File: src/imd_pkg.sv
package imd_pkg;

  // access kinds seen by the storage side
  typedef enum logic [1:0]
  {
    IMD_RESERVED = 2'b00,
    IMD_IOREG    = 2'b01,
    IMD_ROM      = 2'b10,
    IMD_SRAM     = 2'b11
  } imd_kind_t;

  // word width views of the same storage
  typedef enum logic [1:0]
  {
    IMD_LONG64  = 2'b00,
    IMD_EXT48   = 2'b01,
    IMD_NORM32  = 2'b10,
    IMD_SHORT16 = 2'b11
  } imd_view_t;

  typedef struct packed
  {
    imd_kind_t   kind;
    logic [1:0]  blk;
    imd_view_t   view;
    logic [17:0] idx;
  } imd_dec_t;

  localparam int          NUM_PORTS = 3;
  localparam int          PORT_DM   = 0;
  localparam int          PORT_PM   = 1;
  localparam int          PORT_IO   = 2;
  localparam int          NUM_REGIONS = 24;
  localparam logic [31:0] IOREG_LO  = 32'h0000_0000;
  localparam logic [31:0] IOREG_HI  = 32'h0003_FFFF;

  // storage totals, split per block
  localparam int SRAM_BITS_TOTAL = 3 * 1024 * 1024;
  localparam int ROM_BITS_TOTAL  = 4 * 1024 * 1024;
  localparam int SRAM_BITS_BLK01 = 1024 * 1024;
  localparam int SRAM_BITS_BLK23 = 512 * 1024;
  localparam int ROM_BITS_BLK01  = 2 * 1024 * 1024;

  // region table: order is rom0, sram0, rom1, sram1, sram2, sram3 per view
  localparam logic [31:0] REGION_LO [NUM_REGIONS] = '{
    32'h0004_0000, 32'h0004_C000, 32'h0005_0000, 32'h0005_C000, 32'h0006_0000, 32'h0007_0000,
    32'h0008_0000, 32'h0009_0000, 32'h000A_0000, 32'h000B_0000, 32'h000C_0000, 32'h000E_0000,
    32'h0008_0000, 32'h0009_8000, 32'h000A_0000, 32'h000B_8000, 32'h000C_0000, 32'h000E_0000,
    32'h0010_0000, 32'h0013_0000, 32'h0014_0000, 32'h0017_0000, 32'h0018_0000, 32'h001C_0000
  };
  localparam logic [31:0] REGION_HI [NUM_REGIONS] = '{
    32'h0004_7FFF, 32'h0004_FFFF, 32'h0005_7FFF, 32'h0005_FFFF, 32'h0006_1FFF, 32'h0007_1FFF,
    32'h0008_AAA9, 32'h0009_5554, 32'h000A_AAA9, 32'h000B_5554, 32'h000C_2AA9, 32'h000E_2AA9,
    32'h0008_FFFF, 32'h0009_FFFF, 32'h000A_FFFF, 32'h000B_FFFF, 32'h000C_3FFF, 32'h000E_3FFF,
    32'h0011_FFFF, 32'h0013_FFFF, 32'h0015_FFFF, 32'h0017_FFFF, 32'h0018_7FFF, 32'h001C_7FFF
  };
  localparam logic [1:0] REGION_BLK [6] = '{2'h0, 2'h0, 2'h1, 2'h1, 2'h2, 2'h3};
  localparam logic       REGION_ROM [6] = '{1'b1, 1'b0, 1'b1, 1'b0, 1'b0, 1'b0};

  localparam logic       MODE_SECONDARY_RST = 1'b0;

endpackage

File: src/imd_decoder.sv
`timescale 1ns/1ns

// What this block does
// - map io registers and 64-bit view regions
// - map 48-bit view regions of sram0 and sram1; the other 48-bit regions are shadowed by 32-bit regions
// - map 32-bit view regions
// - map 16-bit view regions
// - core and io ports access independently
// - two core plus one io transfer per cycle
// - four operands per cycle in dual mode, instruction from cache
// - cache only fetches colliding with pm data
// - secondary element active only when enabled
// - dual mode moves two values per core port access; io port accesses stay single
// - three megabit sram, four megabit rom
module imd_decoder
(
  input  wire logic                              clk,
  input  wire logic                              rst,
  input  wire logic                              ce,
  input  wire logic [imd_pkg::NUM_PORTS-1:0]     acc_req,
  input  wire logic [imd_pkg::NUM_PORTS-1:0]     acc_we,
  input  wire logic [imd_pkg::NUM_PORTS-1:0][31:0] acc_addr,
  input  wire logic                              fetch_req,
  input  wire logic [31:0]                       fetch_addr,
  input  wire logic                              mode_we,
  input  wire logic                              secondary_element_enable,
  output logic      [imd_pkg::NUM_PORTS-1:0]     mem_en,
  output logic      [imd_pkg::NUM_PORTS-1:0]     mem_we,
  output imd_pkg::imd_kind_t [imd_pkg::NUM_PORTS-1:0] mem_kind,
  output logic      [imd_pkg::NUM_PORTS-1:0][1:0] mem_blk,
  output imd_pkg::imd_view_t [imd_pkg::NUM_PORTS-1:0] mem_view,
  output logic      [imd_pkg::NUM_PORTS-1:0][17:0] mem_idx,
  output logic      [imd_pkg::NUM_PORTS-1:0]     mem_pair,
  output logic                                   ioreg_en,
  output logic      [17:0]                       ioreg_idx,
  output logic                                   secondary_active,
  output logic                                   cache_fill,
  output logic      [31:0]                       cache_fill_addr
);

  // plain decode of one address; ranges never overlap inside one view
  function automatic imd_pkg::imd_dec_t decode(input logic [31:0] a);
    imd_pkg::imd_dec_t d;
    logic [31:0]       off;
    d      = '0;
    d.kind = imd_pkg::IMD_RESERVED;
    off    = '0;
    if (a <= imd_pkg::IOREG_HI)
    begin
      d.kind = imd_pkg::IMD_IOREG;
      d.idx  = a[17:0];
    end
    for (int r = 0; r < imd_pkg::NUM_REGIONS; r++)
    begin
      if (a >= imd_pkg::REGION_LO[r] && a <= imd_pkg::REGION_HI[r])
      begin
        off    = a - imd_pkg::REGION_LO[r];
        d.kind = imd_pkg::REGION_ROM[r % 6] ? imd_pkg::IMD_ROM : imd_pkg::IMD_SRAM;
        d.blk  = imd_pkg::REGION_BLK[r % 6];
        d.view = imd_pkg::imd_view_t'(2'(r / 6));
        d.idx  = off[17:0];
      end
    end
    return d;
  endfunction

  // bits one word of a view takes out of the block
  function automatic int view_bits(input imd_pkg::imd_view_t v);
    int w;
    w = 0;
    unique case (v)
      imd_pkg::IMD_LONG64:
      begin
        w = 64;
      end
      imd_pkg::IMD_EXT48:
      begin
        w = 48;
      end
      imd_pkg::IMD_NORM32:
      begin
        w = 32;
      end
      imd_pkg::IMD_SHORT16:
      begin
        w = 16;
      end
    endcase
    return w;
  endfunction

  // share of the on-chip totals behind one block
  function automatic int block_bits(input imd_pkg::imd_dec_t d);
    int b;
    b = 0;
    if (d.kind == imd_pkg::IMD_ROM)
    begin
      b = imd_pkg::ROM_BITS_BLK01;
    end
    else if (d.blk < 2'h2)
    begin
      b = imd_pkg::SRAM_BITS_BLK01;
    end
    else
    begin
      b = imd_pkg::SRAM_BITS_BLK23;
    end
    return b;
  endfunction

  // costs a multiplier per port, but a mistyped region end can never spill into the next block
  function automatic logic fits_block(input imd_pkg::imd_dec_t d);
    int used;
    used = (int'(d.idx) + 1) * view_bits(d.view);
    return used <= block_bits(d);
  endfunction

  // mode state: secondary element follows its enable bit
  logic next_secondary_active;

  always_comb
  begin
    next_secondary_active = secondary_active;
    if (mode_we)
    begin
      next_secondary_active = secondary_element_enable;
    end
  end

  always_ff @(posedge clk or posedge rst)
  begin
    if (rst)
    begin
      secondary_active <= imd_pkg::MODE_SECONDARY_RST;
    end
    else if (ce)
    begin
      secondary_active <= next_secondary_active;
    end
  end

  // per-port decode; each port has its own path so none waits on another
  logic [imd_pkg::NUM_PORTS-1:0]                 next_mem_en;
  logic [imd_pkg::NUM_PORTS-1:0]                 next_mem_we;
  imd_pkg::imd_kind_t [imd_pkg::NUM_PORTS-1:0]   next_mem_kind;
  logic [imd_pkg::NUM_PORTS-1:0][1:0]            next_mem_blk;
  imd_pkg::imd_view_t [imd_pkg::NUM_PORTS-1:0]   next_mem_view;
  logic [imd_pkg::NUM_PORTS-1:0][17:0]           next_mem_idx;
  logic [imd_pkg::NUM_PORTS-1:0]                 next_mem_pair;
  logic                                          next_ioreg_en;
  logic [17:0]                                   next_ioreg_idx;
  imd_pkg::imd_dec_t [imd_pkg::NUM_PORTS-1:0]    dec;

  always_comb
  begin
    next_ioreg_en  = 1'b0;
    next_ioreg_idx = ioreg_idx;
    for (int p = 0; p < imd_pkg::NUM_PORTS; p++)
    begin
      dec[p]           = decode(acc_addr[p]);
      next_mem_kind[p] = dec[p].kind;
      next_mem_blk[p]  = dec[p].blk;
      next_mem_view[p] = dec[p].view;
      next_mem_idx[p]  = dec[p].idx;
      // only storage regions reach the arrays; rom and reserved take no write
      next_mem_en[p]   = acc_req[p] && (dec[p].kind == imd_pkg::IMD_ROM ||
                                        dec[p].kind == imd_pkg::IMD_SRAM) &&
                         fits_block(dec[p]);
      next_mem_we[p]   = next_mem_en[p] && acc_we[p] &&
                         dec[p].kind == imd_pkg::IMD_SRAM;
      // core buses move a second value for the secondary element
      next_mem_pair[p] = next_mem_en[p] && secondary_active &&
                         p != imd_pkg::PORT_IO;
    end
    // io registers are reached from the io port only
    if (acc_req[imd_pkg::PORT_IO] && dec[imd_pkg::PORT_IO].kind == imd_pkg::IMD_IOREG)
    begin
      next_ioreg_en  = 1'b1;
      next_ioreg_idx = dec[imd_pkg::PORT_IO].idx;
    end
  end

  always_ff @(posedge clk or posedge rst)
  begin
    if (rst)
    begin
      mem_en    <= '0;
      mem_we    <= '0;
      mem_kind  <= '{default: imd_pkg::IMD_RESERVED};
      mem_blk   <= '0;
      mem_view  <= '{default: imd_pkg::IMD_LONG64};
      mem_idx   <= '0;
      mem_pair  <= '0;
      ioreg_en  <= 1'b0;
      ioreg_idx <= '0;
    end
    else if (ce)
    begin
      mem_en    <= next_mem_en;
      mem_we    <= next_mem_we;
      mem_kind  <= next_mem_kind;
      mem_blk   <= next_mem_blk;
      mem_view  <= next_mem_view;
      mem_idx   <= next_mem_idx;
      mem_pair  <= next_mem_pair;
      ioreg_en  <= next_ioreg_en;
      ioreg_idx <= next_ioreg_idx;
    end
  end

  // selective cache fill: a fetch that lost the pm bus to data is cached
  logic        next_cache_fill;
  logic [31:0] next_cache_fill_addr;

  always_comb
  begin
    next_cache_fill      = fetch_req && acc_req[imd_pkg::PORT_PM];
    next_cache_fill_addr = next_cache_fill ? fetch_addr : cache_fill_addr;
  end

  always_ff @(posedge clk or posedge rst)
  begin
    if (rst)
    begin
      cache_fill      <= 1'b0;
      cache_fill_addr <= '0;
    end
    else if (ce)
    begin
      cache_fill      <= next_cache_fill;
      cache_fill_addr <= next_cache_fill_addr;
    end
  end

endmodule

File: config.mk
export PLATFORM = sky130hd
export DESIGN_NAME = imd_decoder
export DESIGN_NICKNAME = d
export VERILOG_FILES = /design/src/imd_pkg.sv /design/src/imd_decoder.sv
export SDC_FILE = /design/constraint.sdc
export NUM_CORES = 1
export LEC_CHECK = 0
export BUFFER_PORTS_ARGS = -buffer_cell sky130_fd_sc_hd__buf_2
export CORE_MARGIN = 4
export CORE_UTILIZATION = 60
export DETAILED_ROUTE_END_ITERATION = 8
export MAX_ROUTING_LAYER = met4
export PLACE_DENSITY = 0.88
export SYNTH_ARGS = -nofsm -noshare
export SYNTH_HDL_FRONTEND = slang
export SYNTH_SLANG_ARGS = --single-unit
File: constraint.sdc
create_clock -name clk -period 6.6 [get_ports clk]
set_input_delay 0.33 -clock clk [delete_from_list [all_inputs] [get_ports clk]]
set_output_delay 0.33 -clock clk [all_outputs]
set_load 0.005 [all_outputs]
==> results of run 1 <==
routing by layer:
layer | global-route usage | overflow
met1 | 0.840 | 22
met4 | 0.863 | 130
met5 | - | -
met3 | 0.777 | 21
met2 | 0.963 | 215
per-stage QoR:
step	TNS, ns	std cells	utilization
after CTS	-14.81	4070	0.894
after detailed placement	-23.06	3994	0.850
after global placement	-19.17	3994	0.850
after floorplan	-14.33	2645	-
what timing repair did:
action | CTS
gates resized for setup | 130
buffers inserted | 46
cloned | 0
endpoints found under the setup margin | 8
pin swaps | 120
logic make-up after synthesis:
kind of cell	Yosys count	share of synthesized area
AO/OA/AOI/OAI	525	0.166
XOR/XNOR	73	0.0299
adder cells (fa/ha/maj)	490	0.304
buffers and inverters	343	0.0631
flip-flops	133	0.155
multiplexers	69	0.0359
other	1	0.000175
AND/OR/NAND/NOR	1011	0.245
==> qor.txt, run 1 <==
Mapped Cells: 2645
Status: aborted with a tool error
Io pins: 274
Synth async-reset ratio: 1.00
Total grt overflow: 388
Initial Utilization: 0.614
Synthesized net count: 3275
Synth area leader: ha_1
Top cells by area, synth: ha_1 (26%), dfrtp_1 (16%), fa_1 (4.8%)
Mapped cell area: 21400 um^2
Chip width: 197 um
IO Port Bufs: 272
Die Y-Extent: 197 um
Clk buf depth: 2
Avg Inst Size Synth: 8.10 um^2
Pin count of the biggest net entering global routing: 91
CTS root buffer: clkbuf_16
First Error: [ERROR GRT-0232] Routing congestion too high. Check the congestion heatmap in the GUI.
# rows: 68
Post-synth EDFFs: 0
Ys flop type: dfrtp_1
Post-synth top cells: ha_1 (439), nor2_1 (265), inv_1 (220)
CTS Buf Count: 17
Synth top area share: 0.257
Hold Buf Count CTS: 0
Pre-CTS WS: -3.04 ns
Exit stage: global routing
Synth warn: 0
Fraction of the yosys area taken by sequential cells: 0.155
Post-synthesis register bit count: 133
GRT Total Usage: 0.866
Hpwl dp: 73.3 mm
Most frequent cell after synthesis: ha_1
Dpl cell area: 29600 um^2
Unique masters post-synth: 107
Placer congestion estimate: 1.26
H-Tree Depth: 4
Clk sink count: 133
==> inputs of run 2 (changes only) <==
CORE_UTILIZATION = 40   (was 60)
MAX_ROUTING_LAYER = not set   (was met4)
PLACE_DENSITY = not set   (was 0.88)
PLACE_DENSITY_LB_ADDON = 0.15   (was not set)
==> run 2 against run 1 <==
  * The flow now finishes, with violations (negative setup slack)
  * Area after synthesis is the same
  * Synthesized cell count is the same
==> qor.txt, run 2 <==
R2r setup slk: 5.67 ns
Core area: 52800 um^2
Hpwl dp: 68.4 mm
Ys flop type: dfrtp_1
Reg-to-reg endpoint: mem_pair[0]
Crit path from: acc_addr[91]
Number of global-route vias before repair: 24500
Post-synth EDFFs: 0
Synth warn: 0
Area grow syn2layout: 50.9%
CTS tree: done
Synth top area share: 0.257
Placer congestion estimate: 1.01
IO Port Bufs: 272
Layout cells sized above 1: 0.424
Vias: 24200
Slowest CP cell: or4_4
R2R depth: 2
CTS clk-pin slew, worst paths: 0.07 ns
Antenna Nets Post-Route: 0
Mapped Cells: 2645
Drt first pass iters: 5
Total grt overflow: 0
Io pins: 274
Synth area leader: ha_1
GRT Total Usage: 0.282
# rows: 84
Leak Pwr: 16.8 nW
Initial antenna violation count: 2
Avg Inst Size Synth: 8.10 um^2
Final worst-path cycle share: 1.31
Reg2reg start: secondary_active
Largest registers: mem_idx (54), cache_fill_addr (32), ioreg_idx (18)
Chip width: 239 um
Most flops, register: mem_idx
# setup viols final: 8
Arr. time, crit path: 9.05 ns
CP endpoint kind: flop
Worst-skew pair later-pin latency: 0.49 ns
Die Y-Extent: 239 um
Clk sink count: 133
Max Slew Vio Count: 0
H-Tree Depth: 4
Core Util, Final: 0.612
Max stage delay on crit path: 0.55 ns
Critical path class: input pin to flop
Pin count of the biggest net entering global routing: 79
CTS Buf Count: 17
Req. time, crit path: 7.01 ns
Mapped cell area: 21400 um^2
Die Area: 57300 um^2
Fraction of the yosys area taken by sequential cells: 0.155
Hold WC Path Type: input pin to flop
RSZ-0062 raised after global routing: true
Relative slew slack: 0.284
Max Fclk: 116 MHz
Failing checks: negative setup slack
DRT iter0 DRCs: 1436
Setup slack after layout: -2.04 ns
Unique masters post-synth: 107
# fillers: 4775
Post-Route Setup TNS: -14.04 ns
Post-synth top cells: ha_1 (439), nor2_1 (265), inv_1 (220)
Maximum VDD drop: 0.193 mV
Layout Skew: 0.00724 ns
Top cells by area, synth: ha_1 (26%), dfrtp_1 (16%), fa_1 (4.8%)
First-pass GRT wire length: 130 mm
CTS root buffer: clkbuf_16
Max reg flops: 54
Slew of the pin with the lowest slew margin: 1.07 ns
Most frequent cell after synthesis: ha_1
DRC: 0
Max-cap viol count: 0
Final WL: 82.7 mm
Commonest non-fill, non-tap cell in the layout: buf_4
Final Critical Period: 8.64 ns
Clk buf depth: 2
Synth async-reset ratio: 1.00
Final hold viol count: 0
Initial Utilization: 0.406
Synthesized net count: 3275
CP endpoint: mem_we[2]
Average wire per standard cell: 18.9 um
Most frequent CP cell: ha_4
CP max FO: 4
Post-synthesis register bit count: 133
Pwr/cell area: 78.3 nW/um^2
Drt via density: 5.53
Leading cell types in the layout, fill and taps excluded: buf_4 (852), ha_1 (348), buf_2 (262), nor2_1 (257), inv_1 (199)
Ant diodes: 0
Crit start category: input pin
Final nets: 4308
Status: complete, but fails checks
## run 2: cell families after synthesis
logic type,synth area share
AO/OA/AOI/OAI,0.166
XOR/XNOR,0.0299
adder cells (fa/ha/maj),0.304
buffers and inverters,0.0631
flip-flops,0.155
multiplexers,0.0359
other,0.000175
AND/OR/NAND/NOR,0.245
## run 2: layer usage
| metal | part of all wire | GRT usage | vias to the layer above |
|---|---|---|---|
| li1 | - | - | 11700 |
| met1 | 0.43 | 0.361 | 11700 |
| met2 | 0.48 | 0.479 | 745 |
| met3 | 0.062 | 0.0530 | 139 |
| met4 | 0.032 | 0.0943 | 4 |
| met5 | 0.00030 | 0 | - |
## run 2: worst min-delay path by stage
| stage | startpoint | to | slack (ns) | cells past startpoint |
|---|---|---|---|---|
| 4_1_cts | fetch_addr[18] | cache_fill_addr[18] | 0.04 | 2 |
| 6_report | fetch_addr[18] | cache_fill_addr[18] | 0.07 | 2 |
| 3_5_place_dp | ioreg_idx[16] | ioreg_idx[16] | 0.45 | 2 |
| 5_1_grt | fetch_addr[12] | cache_fill_addr[12] | 0.06 | 2 |
| 2_1_floorplan | ioreg_idx[16] | ioreg_idx[16] | 0.46 | 2 |
| 3_3_place_gp | ioreg_idx[17] | ioreg_idx[17] | 0.45 | 2 |
## run 2: area by class of cell
type                       count  area [um^2]  share of cell area
sequential                   133         3330               0.103
tap                          688          861              0.0266
clock inverter                15          135             0.00418
inverter                     223          846              0.0262
clock buffer                  17          425              0.0132
timing repair buffer        1134         7970               0.247
multi-input combinational   2169        18700               0.580
## run 2: where the power goes
group	switching [mW]	total (mW)	internal (mW)
combinational	0.361	0.671	0.310
clock	0.475	0.971	0.496
sequential	0.0257	0.888	0.862
## run 2: critical path, delay by kind of cell
family,cells,cell delay [ns]
AO/OA/AOI/OAI,12,2.03
adder cells (fa/ha/maj),10,2.64
AND/OR/NAND/NOR,15,3.58
XOR/XNOR,2,0.33
buffers and inverters,2,0.14
## run 2: per-stage QoR
| step | hold slack (ns) | area, um^2 | instances | worst slack, ns | total power, mW |
|---|---|---|---|---|---|
| final | 0.0725 | 32300 | 4379 | -2.04 | 2.53 |
| after global routing | 0.0557 | 32300 | 4379 | -2.35 | 2.64 |
| after CTS | 0.0351 | 31700 | 4351 | -1.97 | 2.55 |
| after detailed placement | 0.452 | 30400 | 4282 | -2.97 | 1.55 |
| after global placement | 0.445 | 30400 | 4282 | -2.96 | 1.54 |
| after floorplan | 0.463 | 22700 | 2645 | -2.05 | 1.17 |
## run 2: repair_timing
action | 4_1_cts | 5_1_grt
hold buffers | 1 | 0
pin swaps | 86 | 42
hold endpoints to repair | 38 | 0
gates cloned | 0 | 0
setup endpoints to repair | 8 | 8
gates resized for setup | 98 | 74
setup buffers | 36 | 29
Note: power is estimated with default switching activity, not from simulation.
==> inputs of run 3 (changes only) <==
==> constraint.sdc (replaced) <==
create_clock -name clk -period 6.6 [get_ports clk]
set_input_delay 0.66 -clock clk [delete_from_list [all_inputs] [get_ports clk]]
set_output_delay 0.66 -clock clk [all_outputs]
set_load 0.005 [all_outputs]
==> run 3 against run 2 <==
  * Critical path depth increased by 4
  * Clock power increased by 2%
  * Critical path type unchanged
  * The flow still finishes with violations (negative setup slack)
  * Global-route usage increased by 0.31 points
  * Utilization decreased by 0.46 points
  * Register-to-register slack got worse by 0.02 ns
  * Largest power group unchanged
  * Sequential power about the same
  * Die area unchanged
==> qor.txt, run 3 (synthesized netlist as in run 2, its figures left out) <==
First-pass GRT wire length: 131 mm
DRC: 0
Final WL: 84.1 mm
Core Util, Final: 0.608
Layout Skew: 0.00608 ns
Commonest non-fill, non-tap cell in the layout: buf_4
Drt first pass iters: 5
Die Area: 57300 um^2
Final Critical Period: 9.00 ns
Final instance area: 32100 um^2
Leading cell types in the layout, fill and taps excluded: buf_4 (843), ha_1 (351), buf_2 (262), nor2_1 (257), inv_1 (204)
Initial antenna violation count: 1
Die Y-Extent: 239 um
Leak Pwr: 16.7 nW
Initial Utilization: 0.406
Dpl cell area: 30400 um^2
Pwr/cell area: 79.5 nW/um^2
Pin count of the biggest net entering global routing: 86
Slowest CP cell: or4_4
Area grow syn2layout: 49.7%
R2r setup slk: 5.65 ns
Ant diodes: 0
CTS root buffer: clkbuf_16
CTS tree: done
Crit start category: input pin
Arr. time, crit path: 9.38 ns
Antenna Nets Post-Route: 0
Hpwl dp: 70.2 mm
Vias: 24100
# rows: 84
R2R depth: 2
GRT Total Usage: 0.285
Largest registers: mem_idx (54), cache_fill_addr (32), ioreg_idx (18)
Most flops, register: mem_idx
Layout cells sized above 1: 0.416
Max Slew Vio Count: 0
Relative slew slack: 0.398
Req. time, crit path: 6.99 ns
CP endpoint kind: flop
Number of global-route vias before repair: 24400
Clk buf depth: 2
Worst Hold Slack: 0.352 ns
Final nets: 4296
Max stage delay on crit path: 0.53 ns
Status: complete, but fails checks
Placer congestion estimate: 0.991
RSZ-0062 raised after global routing: true
CTS Buf Count: 17
Final hold viol count: 0
DRT iter0 DRCs: 1557
IO Port Bufs: 272
Max reg flops: 54
Hold WC Path Type: input pin to async pin
H-Tree Depth: 4
Max Fclk: 111 MHz
# setup viols final: 8
Reg-to-reg endpoint: mem_pair[0]
Pre-CTS WS: -3.30 ns
Final worst-path cycle share: 1.36
Io pins: 274
Chip width: 239 um
Core area: 52800 um^2
Average wire per standard cell: 19.3 um
Setup slack after layout: -2.40 ns
Slew of the pin with the lowest slew margin: 0.903 ns
Drt via density: 5.52
Failing checks: negative setup slack
Most frequent CP cell: ha_4
Reg2reg start: secondary_active
CP max FO: 6
Maximum VDD drop: 0.183 mV
Max-cap viol count: 0
Worst-skew pair later-pin latency: 0.48 ns
Critical path class: input pin to flop
# fillers: 4804
CTS clk-pin slew, worst paths: 0.08 ns
Total grt overflow: 0
Clk sink count: 133
-- run 3: cell count changes in the layout (fill, tap and decap cells not counted), sizes merged --
cell / delta
inv: +1
buf: -11
dlygate4sd3: -1
clkinv: -1
-- run 3: worst max path at each step --
| stage | startpoint | endpoint | slack [ns] | cells past startpoint |
|---|---|---|---|---|
| final | acc_addr[95] | mem_we[2] | -2.40 | 45 |
| after global routing | acc_addr[95] | mem_we[2] | -2.76 | 46 |
| after detailed placement | acc_addr[95] | mem_we[2] | -3.30 | 42 |
| after floorplan | acc_addr[35] | mem_we[1] | -2.38 | 44 |
| after CTS | acc_addr[85] | mem_we[2] | -2.43 | 41 |
| after global placement | acc_addr[95] | mem_we[2] | -3.23 | 42 |
-- run 3: through the flow --
| stage | TNS [ns] | total power, mW | cells |
|---|---|---|---|
| 4_1_cts | -16.86 | 2.56 | 4347 |
| 6_report | -17.27 | 2.55 | 4367 |
| 5_1_grt | -20.30 | 2.66 | 4367 |
| 2_1_floorplan | -16.97 | 1.17 | 2645 |
| 3_5_place_dp | -23.67 | 1.55 | 4294 |
| 3_3_place_gp | -23.08 | 1.54 | 4294 |
-- run 3: worst max-delay path: cells and delay by family --
kind            cells  cell delay, ns
compound gates     13            2.24
buf+inv             6            0.76
simple gates       14            2.73
xor+xnor            2            0.33
fa+ha+maj          10            2.65
-- run 3: layout make-up --
| class | instances | area [um^2] | area share |
|---|---|---|---|
| Clock buffer | 17 | 425 | 0.0133 |
| Sequential cell | 133 | 3330 | 0.104 |
| Inverter | 223 | 850 | 0.0265 |
| Timing Repair Buffer | 1122 | 7850 | 0.245 |
| Multi-Input combinational cell | 2169 | 18600 | 0.580 |
| Clock inverter | 15 | 150 | 0.00468 |
| Tap cell | 688 | 861 | 0.0268 |
-- run 3: what timing repair did --
item | 4_1_cts | 5_1_grt
buffers inserted | 22 | 19
cloned | 0 | 1
hold buffers | 0 | 0
endpoints found under the setup margin | 8 | 8
pin swaps | 77 | 56
gates resized for setup | 65 | 78
-- run 3: power breakdown --
part / switching, mW / internal [mW]
combinational: 0.361 / 0.312
sequential: 0.0272 / 0.862
clock: 0.485 / 0.503
-- run 3: per-layer routing --
layer,share of wire,wire (um),track usage
met3,0.058,4840,0.0467
met1,0.43,36400,0.367
met2,0.48,40300,0.493
met4,0.030,2500,0.0836
met5,0.00013,11,0
